$ cat config.mk
export PLATFORM = sky130hd
export DESIGN_NAME = bppc_host
export DESIGN_NICKNAME = d
export VERILOG_FILES = /design/src/logic/bppc_pkg.sv /design/src/logic/bppc_link_if.sv /design/src/logic/bppc_ser.sv /design/src/logic/bppc_host.sv
export VERILOG_INCLUDE_DIRS = /design/src /design/src/logic
export SDC_FILE = /design/constraint.sdc
export NUM_CORES = 1
export LEC_CHECK = 0
export BUFFER_PORTS_ARGS = -buffer_cell sky130_fd_sc_hd__buf_2
export CAP_MARGIN = 0
export CELL_PAD_IN_SITES_DETAIL_PLACEMENT = 0
export CELL_PAD_IN_SITES_GLOBAL_PLACEMENT = 1
export CORE_UTILIZATION = 51
export CTS_CLUSTER_DIAMETER = 40
export CTS_CLUSTER_SIZE = 10
export DETAILED_ROUTE_END_ITERATION = 16
export PLACE_DENSITY = 0.88
export RECOVER_POWER = 25
export SLEW_MARGIN = 15
export SYNTH_ARGS = -nofsm -noshare
export SYNTH_HDL_FRONTEND = slang
export SYNTH_HIERARCHICAL = 1
export SYNTH_SLANG_ARGS = --single-unit
$ cat constraint.sdc
create_clock -name pclk -period 5.15 [get_ports pclk]
set_input_delay 0.2575 -clock pclk [delete_from_list [all_inputs] [get_ports pclk]]
set_output_delay 0.2575 -clock pclk [all_outputs]
set_load 0.005 [all_outputs]
$ cat src/logic/bppc_params.svh
`ifndef BPPC_PARAMS_SVH
`define BPPC_PARAMS_SVH

// controller register offsets on apb
`define BPPC_OFS_CTRL    8'h00
`define BPPC_OFS_TXWORD  8'h04
`define BPPC_OFS_STATUS  8'h08
`define BPPC_OFS_CRC     8'h0c

// control register bit that restarts the stream tracker
`define BPPC_CTRL_CLR    0

// packet header field positions
`define BPPC_TYPE_HI     31
`define BPPC_TYPE_LO     29
`define BPPC_OP_HI       28
`define BPPC_OP_LO       27
`define BPPC_ADDR_HI     26
`define BPPC_ADDR_LO     13
`define BPPC_T1CNT_HI    10
`define BPPC_T2CNT_HI    26

// header type and operation codes
`define BPPC_HDR_T1      3'h1
`define BPPC_HDR_T2      3'h2
`define BPPC_OP_WR       2'h2

// device register address codes and command values
`define BPPC_DEV_CRC     14'h0000
`define BPPC_DEV_FAR     14'h0001
`define BPPC_DEV_CMD     14'h0004
`define BPPC_CMD_CRCRST  32'h0000_0001
`define BPPC_CMD_DESYNC  32'h0000_0002
`define BPPC_DEV_FRAME_DATA_IN_REG    14'h0002
`define BPPC_DEV_MASK    14'h0006
`define BPPC_DEV_CTL     14'h0008
`define BPPC_DEV_COR     14'h0009
`define BPPC_DEV_ID      14'h000c
`define BPPC_CMD_SWITCH  32'h0000_0007

// identity the far side expects (arbitrary value), and its error flag position
`define BPPC_ID_DEF      32'h0123_4567
`define BPPC_IDERR_BIT   13

// synchronization word default, checksum reset value
`define BPPC_SYNC_DEF    32'h5aa5_c33c
`define BPPC_CRC_RST     16'h0000

// link clock half period in pclk cycles
`define BPPC_CLK_HALF    4

`endif

$ cat src/logic/bppc_pkg.sv
package bppc_pkg;

  typedef logic [15:0] bppc_crc_t;

  // stream tracker and byte sequencer states
  typedef enum logic [1:0] {TK_HUNT, TK_HDR, TK_DATA} bppc_trk_e;
  typedef enum logic [1:0] {SR_IDLE, SR_LOW, SR_HIGH} bppc_ser_e;

  // state of the controller top; the byte serializer it instantiates keeps its own
  typedef struct packed {
    bppc_trk_e   tk;
    logic [13:0] addr;
    logic        t1_seen;
    logic [26:0] cnt;
    bppc_crc_t   crc;
    logic        crc_chk;
    logic        crc_ok;
    logic        seq_err;
    logic        far_nz;
    logic        hold_vld;
    logic [31:0] hold;
    logic        pready;
    logic        pslverr;
    logic [31:0] prdata;
    logic        done_s1;
    logic        done_s2;
  } bppc_host_s;

  // state of the byte serializer, apart from its rise counter nrise_reg
  typedef struct packed {
    bppc_ser_e   st;
    logic [31:0] word;
    logic [1:0]  bidx;
    logic [7:0]  cnt;
    logic        clk;
    logic [7:0]  dat;
  } bppc_ser_s;

endpackage : bppc_pkg

$ cat src/logic/bppc_link_if.sv
`timescale 1ns/10ps
interface bppc_link_if;
  logic        word_vld;
  logic [31:0] word;
  logic        rdy;
  logic        lclk;
  logic [7:0]  ldat;

  modport src (output word_vld, word, input rdy, lclk, ldat);
  modport ser (input word_vld, word, output rdy, lclk, ldat);
endinterface : bppc_link_if

$ cat src/logic/bppc_ser.sv
`timescale 1ns/10ps
`include "bppc_params.svh"
module bppc_ser
  import bppc_pkg::*;
#(
  parameter int HALF = `BPPC_CLK_HALF
) (
  input wire logic pclk,
  input wire logic presetn,
  bppc_link_if.ser lk
);

  // a word is back in idle in the same cycle as its last link clock fall
  localparam int WC = 8 * HALF + 1;

  bppc_ser_s  r_reg;
  bppc_ser_s  r_next;
  logic       take;
  logic [2:0] nrise_reg;

  // most significant bit of a byte goes to data line zero
  function automatic logic [7:0] lane_map(input logic [7:0] b);
    logic [7:0] o;
    for (int i = 0; i < 8; i++) o[i] = b[7-i];
    return o;
  endfunction : lane_map

  assign take     = (r_reg.st == SR_IDLE) && lk.word_vld;
  assign lk.rdy   = (r_reg.st == SR_IDLE);
  assign lk.lclk  = r_reg.clk;
  assign lk.ldat  = r_reg.dat;

  // four bytes per word, high byte first, data changes on falling link clock
  always_comb begin
    r_next = r_reg;
    case (r_reg.st)
      SR_IDLE: begin
        if (lk.word_vld) begin
          r_next.word = lk.word;
          r_next.bidx = 2'h0;
          r_next.dat  = lane_map(lk.word[31:24]);
          r_next.cnt  = 8'(HALF - 1);
          r_next.st   = SR_LOW;
        end
      end
      SR_LOW: begin
        if (r_reg.cnt == 8'h00) begin
          r_next.clk = 1'b1;
          r_next.cnt = 8'(HALF - 1);
          r_next.st  = SR_HIGH;
        end else begin
          r_next.cnt = r_reg.cnt - 8'h01;
        end
      end
      SR_HIGH: begin
        if (r_reg.cnt == 8'h00) begin
          r_next.clk = 1'b0;
          r_next.cnt = 8'(HALF - 1);
          if (r_reg.bidx == 2'h3) begin
            r_next.st = SR_IDLE;
          end else begin
            r_next.bidx = r_reg.bidx + 2'h1;
            r_next.word = {r_reg.word[23:0], 8'h00};
            r_next.dat  = lane_map(r_reg.word[23:16]);
            r_next.st   = SR_LOW;
          end
        end else begin
          r_next.cnt = r_reg.cnt - 8'h01;
        end
      end
      default: r_next.st = SR_IDLE;
    endcase
  end

  always_ff @(posedge pclk or negedge presetn) begin
    if (!presetn) r_reg <= '0;
    else          r_reg <= r_next;
  end

  // counts link clock rises within one word
  always_ff @(posedge pclk or negedge presetn) begin
    if (!presetn)                    nrise_reg <= 3'h0;
    else if (take)                   nrise_reg <= 3'h0;
    else if (!r_reg.clk && r_next.clk) nrise_reg <= nrise_reg + 3'h1;
  end
endmodule : bppc_ser

$ cat src/logic/bppc_host.sv
`timescale 1ns/10ps
`include "bppc_params.svh"
module bppc_host
  import bppc_pkg::*;
#(
  parameter logic [31:0] SYNC_WORD = `BPPC_SYNC_DEF,
  parameter int          HALF      = `BPPC_CLK_HALF
) (
  input  wire logic        pclk,
  input  wire logic        presetn,
  input  wire logic        psel,
  input  wire logic        penable,
  input  wire logic        pwrite,
  input  wire logic [7:0]  paddr,
  input  wire logic [31:0] pwdata,
  output logic      [31:0] prdata,
  output logic             pready,
  output logic             pslverr,
  output logic             cfg_clk,
  output logic      [7:0]  cfg_data,
  input  wire logic        cfg_done
);

  bppc_host_s  r_reg;
  bppc_host_s  r_next;
  logic        acc;
  logic [31:0] w;
  logic [2:0]  hdr_type;
  logic [1:0]  hdr_op;
  logic [13:0] hdr_addr;
  logic [10:0] t1_cnt;
  logic [26:0] t2_cnt;
  logic        desync_w;
  logic        crc_rst_w;
  logic        busy;
  logic [31:0] status_w;
  bppc_crc_t   crc_upd;

  bppc_link_if lk ();

  // serial model: bit 0 takes input xor bit 15, taps at 2 and 15
  function automatic bppc_crc_t crc_step(input bppc_crc_t c_in,
                                         input logic [13:0] a,
                                         input logic [31:0] d);
    logic [45:0] s;
    bppc_crc_t   c;
    logic        fb;
    s  = {a, d};
    c  = c_in;
    fb = 1'b0;
    for (int i = 0; i < $bits(s); i++) begin
      fb = s[i] ^ c[15];
      c  = {c[14] ^ fb, c[13:2], c[1] ^ fb, c[0], fb};
    end
    return c;
  endfunction : crc_step

  // word handed to the serializer and seen by the tracker together
  assign lk.word_vld = r_reg.hold_vld;
  assign lk.word     = r_reg.hold;
  assign acc         = r_reg.hold_vld && lk.rdy;
  assign w           = r_reg.hold;

  // header field split
  assign hdr_type  = w[`BPPC_TYPE_HI:`BPPC_TYPE_LO];
  assign hdr_op    = w[`BPPC_OP_HI:`BPPC_OP_LO];
  assign hdr_addr  = w[`BPPC_ADDR_HI:`BPPC_ADDR_LO];
  assign t1_cnt    = w[`BPPC_T1CNT_HI:0];
  assign t2_cnt    = w[`BPPC_T2CNT_HI:0];

  // command words recognized inside data of the command register
  assign desync_w  = (r_reg.addr == `BPPC_DEV_CMD) && (w == `BPPC_CMD_DESYNC);
  assign crc_rst_w = (r_reg.addr == `BPPC_DEV_CMD) && (w == `BPPC_CMD_CRCRST);

  // address code repeats with each data word
  assign crc_upd   = crc_step(r_reg.crc, r_reg.addr, w);

  // status view
  assign busy      = r_reg.hold_vld || !lk.rdy;
  assign status_w  = {r_reg.crc, 9'h000, r_reg.far_nz, r_reg.seq_err, r_reg.crc_ok,
                      r_reg.crc_chk, r_reg.done_s2, (r_reg.tk != TK_HUNT), busy};

  // outputs straight from flops
  assign prdata    = r_reg.prdata;
  assign pready    = r_reg.pready;
  assign pslverr   = r_reg.pslverr;
  assign cfg_clk   = lk.lclk;
  assign cfg_data  = lk.ldat;

  // apb slave, done pin synchronizer and stream tracker
  always_comb begin
    r_next         = r_reg;
    r_next.done_s1 = cfg_done;
    r_next.done_s2 = r_reg.done_s1;
    r_next.pready  = 1'b0;
    r_next.pslverr = 1'b0;
    if (acc) begin
      r_next.hold_vld = 1'b0;
    end

    // access phase answered one cycle after it starts, unless a stream word write finds the holding register full
    if (psel && penable && !r_reg.pready) begin
      case (paddr)
        `BPPC_OFS_CTRL: begin
          r_next.pready = 1'b1;
          r_next.prdata = 32'h0000_0000;
          if (pwrite && pwdata[`BPPC_CTRL_CLR]) begin
            r_next.tk      = TK_HUNT;
            r_next.t1_seen = 1'b0;
            r_next.cnt     = 27'h0;
            r_next.crc     = `BPPC_CRC_RST;
            r_next.crc_chk = 1'b0;
            r_next.crc_ok  = 1'b0;
            r_next.seq_err = 1'b0;
            r_next.far_nz  = 1'b0;
          end
        end
        `BPPC_OFS_TXWORD: begin
          if (!pwrite) begin
            r_next.pready = 1'b1;
            r_next.prdata = r_reg.hold;
          end else if (!r_reg.hold_vld || acc) begin
            // words go out in the order software writes them
            r_next.hold     = pwdata;
            r_next.hold_vld = 1'b1;
            r_next.pready   = 1'b1;
          end
        end
        `BPPC_OFS_STATUS: begin
          r_next.pready = 1'b1;
          r_next.prdata = status_w;
        end
        `BPPC_OFS_CRC: begin
          r_next.pready = 1'b1;
          r_next.prdata = {16'h0000, r_reg.crc};
        end
        default: begin
          r_next.pready  = 1'b1;
          r_next.pslverr = 1'b1;
          r_next.prdata  = 32'h0000_0000;
        end
      endcase
    end

    // tracker follows each word as the device would; events win over clear
    if (acc) begin
      case (r_reg.tk)
        TK_HUNT: begin
          // words before sync are only clocking
          if (w == SYNC_WORD) begin
            r_next.tk = TK_HDR;
          end
        end
        TK_HDR: begin
          if (hdr_type == `BPPC_HDR_T1) begin
            r_next.addr    = hdr_addr;
            r_next.t1_seen = 1'b1;
            if (hdr_op == `BPPC_OP_WR && t1_cnt != 11'h000) begin
              r_next.cnt = {16'h0000, t1_cnt};
              r_next.tk  = TK_DATA;
            end
          end else if (hdr_type == `BPPC_HDR_T2) begin
            if (!r_reg.t1_seen) begin
              r_next.seq_err = 1'b1;
            end else if (hdr_op == `BPPC_OP_WR && t2_cnt != 27'h0) begin
              r_next.cnt = t2_cnt;
              r_next.tk  = TK_DATA;
            end
          end
          // any other type passes as a no-operation word
        end
        TK_DATA: begin
          r_next.crc = crc_rst_w ? `BPPC_CRC_RST : crc_upd;
          if (r_reg.addr == `BPPC_DEV_CRC) begin
            r_next.crc_chk = 1'b1;
            r_next.crc_ok  = (crc_upd == `BPPC_CRC_RST);
          end
          if (r_reg.addr == `BPPC_DEV_FAR && w != 32'h0000_0000) begin
            r_next.far_nz = 1'b1;
          end
          r_next.cnt = r_reg.cnt - 27'h1;
          if (desync_w) begin
            r_next.tk      = TK_HUNT;
            r_next.t1_seen = 1'b0;
          end else if (r_reg.cnt == 27'h1) begin
            r_next.tk = TK_HDR;
          end
        end
        default: r_next.tk = TK_HUNT;
      endcase
    end
  end

  always_ff @(posedge pclk or negedge presetn) begin
    if (!presetn) r_reg <= '0;
    else          r_reg <= r_next;
  end

  bppc_ser #(
    .HALF (HALF)
  ) u_ser (
    .pclk    (pclk),
    .presetn (presetn),
    .lk      (lk.ser)
  );
endmodule : bppc_host

==> impl_metrics.py <==
metrics = {
    "status": {
        "run_status": "finished, violations left",
        "violations": "capacitance limit, slew limit",
    },
    "timing": {
        "timing.clock.skew_ns": 0.0103,
        "setup_viol_count_final": 0,
        "layout_worst_path_cycle_share": 0.676,
        "tightestPinTransition_ns": 3.05,
        "final_hold_viol_count": 0,
        "setup_total_negative_slack_ns": 0,
        "max_slew_violation_count": 56,
        "grt_setup_unrepaired": "false",
        "fmax_mhz": 287,
        "setup_slack_ns": 1.67,
        "period_minus_slack_ns": 3.48,
        "timing.slew.headroom": -1.04,
        "hold_slack_ns": 0.0424,
    },
    "synth": {
        "mappedNetlistArea_um2": 10500,
        "synth_enable_flop_cells": 0,
        "synth_area_leaders": "sky130_fd_sc_hd__dfrtp_1 42%, sky130_fd_sc_hd__xnor2_1 6.5%, sky130_fd_sc_hd__mux2_2 5.8%",
        "post_synth.cell_area_avg_um2": 10.0,
        "synth.top_cell.area_share": 0.424,
        "post_synth_num_cell_types": 61,
        "number_of_synthesis_warnings": 6,
        "ys_seq_area_frac": 0.424,
        "ys.flop_type": "sky130_fd_sc_hd__dfrtp_1",
        "synthesis.instances": 1046,
        "synth.ff_latch_count": 178,
        "synth_fp_nets": 1105,
        "synthArstFlopShare": 1.00,
        "post-synth-top-area-cell": "sky130_fd_sc_hd__dfrtp_1",
    },
    "final_layout": {
        "drive_gt1_frac": 0.181,
        "leading_cell_type_in_the_layout_fill_and_taps_excluded": "sky130_fd_sc_hd__dfrtp_1",
        "area.growth.synth_to_final_pct": 9.03,
        "final_area_um2": 11500,
        "layout.nets": 1129,
        "commonest_non_fill_non_tap_cells_in_the_layout": "178 x sky130_fd_sc_hd__dfrtp_1, 112 x sky130_fd_sc_hd__o21ai_0, 92 x sky130_fd_sc_hd__nand2_1, 78 x sky130_fd_sc_hd__xnor2_1, 72 x sky130_fd_sc_hd__buf_2",
        "final_core_utilization": 0.566,
        "antenna_cells": 0,
        "final-instance-count-excl-fill": 1353,
        "largest_reg_flops": 65,
    },
    "setup_path": {
        "worstPathRequired_ns": 5.61,
        "r2r_end": "r_reg[71]$_DFF_PN0_",
        "timing.reg2reg.worst_path_depth": 8,
        "endpoint_kind_of_the_worst_setup_timing_path": "async pin",
        "timing.setup.critical_path_class": "input port to async pin",
        "worstPathMaxFanout": 66,
        "reg_to_reg_startpoint": "lk.word[13]$_DFFE_PN0P_",
        "critical_path_start_type": "input port",
        "worst-endpoint-arrival_ns": 3.94,
        "regToRegSetupSlack_ns": 1.95,
    },
    "floorplanning": {
        "floorplan.die_area_um2": 21200,
        "ios": 89,
        "std_cell_rows": 52,
        "die_height_um": 146,
        "die_width_um": 146,
        "floorplan.core_area_um2": 20200,
        "initial_standard_cell_utilization_of_the_core": 0.519,
    },
    "placed_design": {
        "postPlaceCellArea_um2": 10900,
        "io_buffers": 88,
        "dp.final_hpwl_mm": 20.5,
        "pre_cts_worst_setup_slack_ns": 2.01,
        "routabilityCongestion": 0.979,
        "place.detailed.instances": 1319,
    },
    "power_and_ir_drop": {
        "p_leak_nw": 5.11,
        "power.density_nw_per_um2": 263,
        "peakVddDrop_v": 0.000174,
        "total_chip_power_mw": 3.01,
    },
    "clocking": {
        "cts.sink_count": 178,
        "tritoncts.num_buffers": 17,
        "clk_pin_slew_worst_paths_ns": 0.07,
        "post_cts_resized": 0,
        "cts-root-buf": "sky130_fd_sc_hd__clkbuf_16",
        "clock_tree_from_tritoncts": "yes",
        "h_tree_levels": 4,
        "clk-insertion-delay-late_ns": 0.44,
        "clockBufferDepth": 2,
    },
    "drt": {
        "route.final.wire_length_mm": 29.7,
        "wl_per_cell_um": 22.0,
        "firstDrtPassIters": 5,
        "post-route-drc-count": 0,
        "drt_antenna_net_count": 0,
        "via_count": 8168,
        "initialDrtViolationCount": 881,
        "routed_vias_inst": 6.04,
    },
    "job": {
        "max_cap_violations": 1,
    },
    "worst_hold_path": {
        "hold_path_end": "lk.word[22]$_DFFE_PN0P_",
        "worstHoldPathCells": 2,
        "hold_path.class": "input port to flip-flop",
        "worst_hold_startpoint": "pwdata[22]",
    },
    "global_routing": {
        "overflow": 0,
        "number_of_global_route_vias_before_repair": 7977,
        "grt_start_max_net_pins": 67,
        "overall_fraction_of_global_route_tracks_in_use": 0.289,
        "antenna_found_initial": 0,
        "grt_first_pass_wirelength_mm": 46.6,
    },
}
## worst max-delay path by stage
stage / endpoint / slack, ns / start
final: r_reg[132]$_DFF_PN0_ / 1.67 / presetn
after global routing: r_reg[102]$_DFF_PN0_ / 1.07 / presetn
after CTS: r_reg[73]$_DFF_PN0_ / 1.97 / lk.word[6]$_DFFE_PN0P_
after detailed placement: r_reg[73]$_DFF_PN0_ / 2.01 / lk.word[6]$_DFFE_PN0P_
after global placement: r_reg[73]$_DFF_PN0_ / 2.12 / lk.word[6]$_DFFE_PN0P_
after floorplan: r_reg[71]$_DFF_PN0_ / 2.30 / lk.word[9]$_DFFE_PN0P_
## worst max-delay path: stages
cell and delay, ns:
sky130_fd_sc_hd__dlygate4sd3_1 0.52, sky130_fd_sc_hd__clkbuf_1 2.14, sky130_fd_sc_hd__buf_4 0.96
## final cells by class
class | count | area, µm²
clock buffer | 17 | 425
clock inverter | 15 | 168
fill | 1762 | 8780
inverter | 23 | 86.3
multi-input combinational | 745 | 5430
sequential | 178 | 4450
tap | 270 | 338
timing repair buffer | 105 | 553
## cells in the mapped netlist (9+ instances only)
cell type                  number
sky130_fd_sc_hd__nor3_1        12
sky130_fd_sc_hd__xnor2_1       78
sky130_fd_sc_hd__nor4_1        18
sky130_fd_sc_hd__buf_4         40
sky130_fd_sc_hd__o21ai_0      112
sky130_fd_sc_hd__o21ai_1       23
sky130_fd_sc_hd__dfrtp_1      178
sky130_fd_sc_hd__nor2_1        51
sky130_fd_sc_hd__a22oi_1       53
sky130_fd_sc_hd__a22o_1        23
sky130_fd_sc_hd__nand3_1       12
sky130_fd_sc_hd__inv_1         23
sky130_fd_sc_hd__clkbuf_1      50
sky130_fd_sc_hd__nand2_1       92
sky130_fd_sc_hd__nand3b_1      12
sky130_fd_sc_hd__ha_1          13
sky130_fd_sc_hd__mux2_2        54
sky130_fd_sc_hd__mux2i_1       27
sky130_fd_sc_hd__nor2b_1        9
sky130_fd_sc_hd__a21oi_1       23
sky130_fd_sc_hd__xor2_1        34
## report_power, final
part	leakage (nW)	switching (mW)	internal, mW
Sequential	2.31	0.0207	1.41
Clock	0.291	0.625	0.692
Combinational	2.51	0.145	0.120
Total	5.11	0.792	2.22
## per-layer routing
metal	track usage	wire length (µm)
met5	0	0
met4	0.0979	738
met3	0.0674	2520
met2	0.423	13200
met1	0.420	13300
## cells by family after synthesis
logic type | after synthesis | synth area share
and+or+nand+nor | 253 | 0.120
xor gates and xnor gates | 135 | 0.142
DFF | 178 | 0.424
muxes | 82 | 0.0847
buffers and inverters | 123 | 0.0605
AOI/OAI and AO/OA | 262 | 0.154
adders and majority gates | 13 | 0.0155
## what timing repair did
item,in CTS,in global routing
buffers inserted,0,0
hold endpoints to repair,54,0
hold buffers,2,0
(Power assumes the default switching activity.)
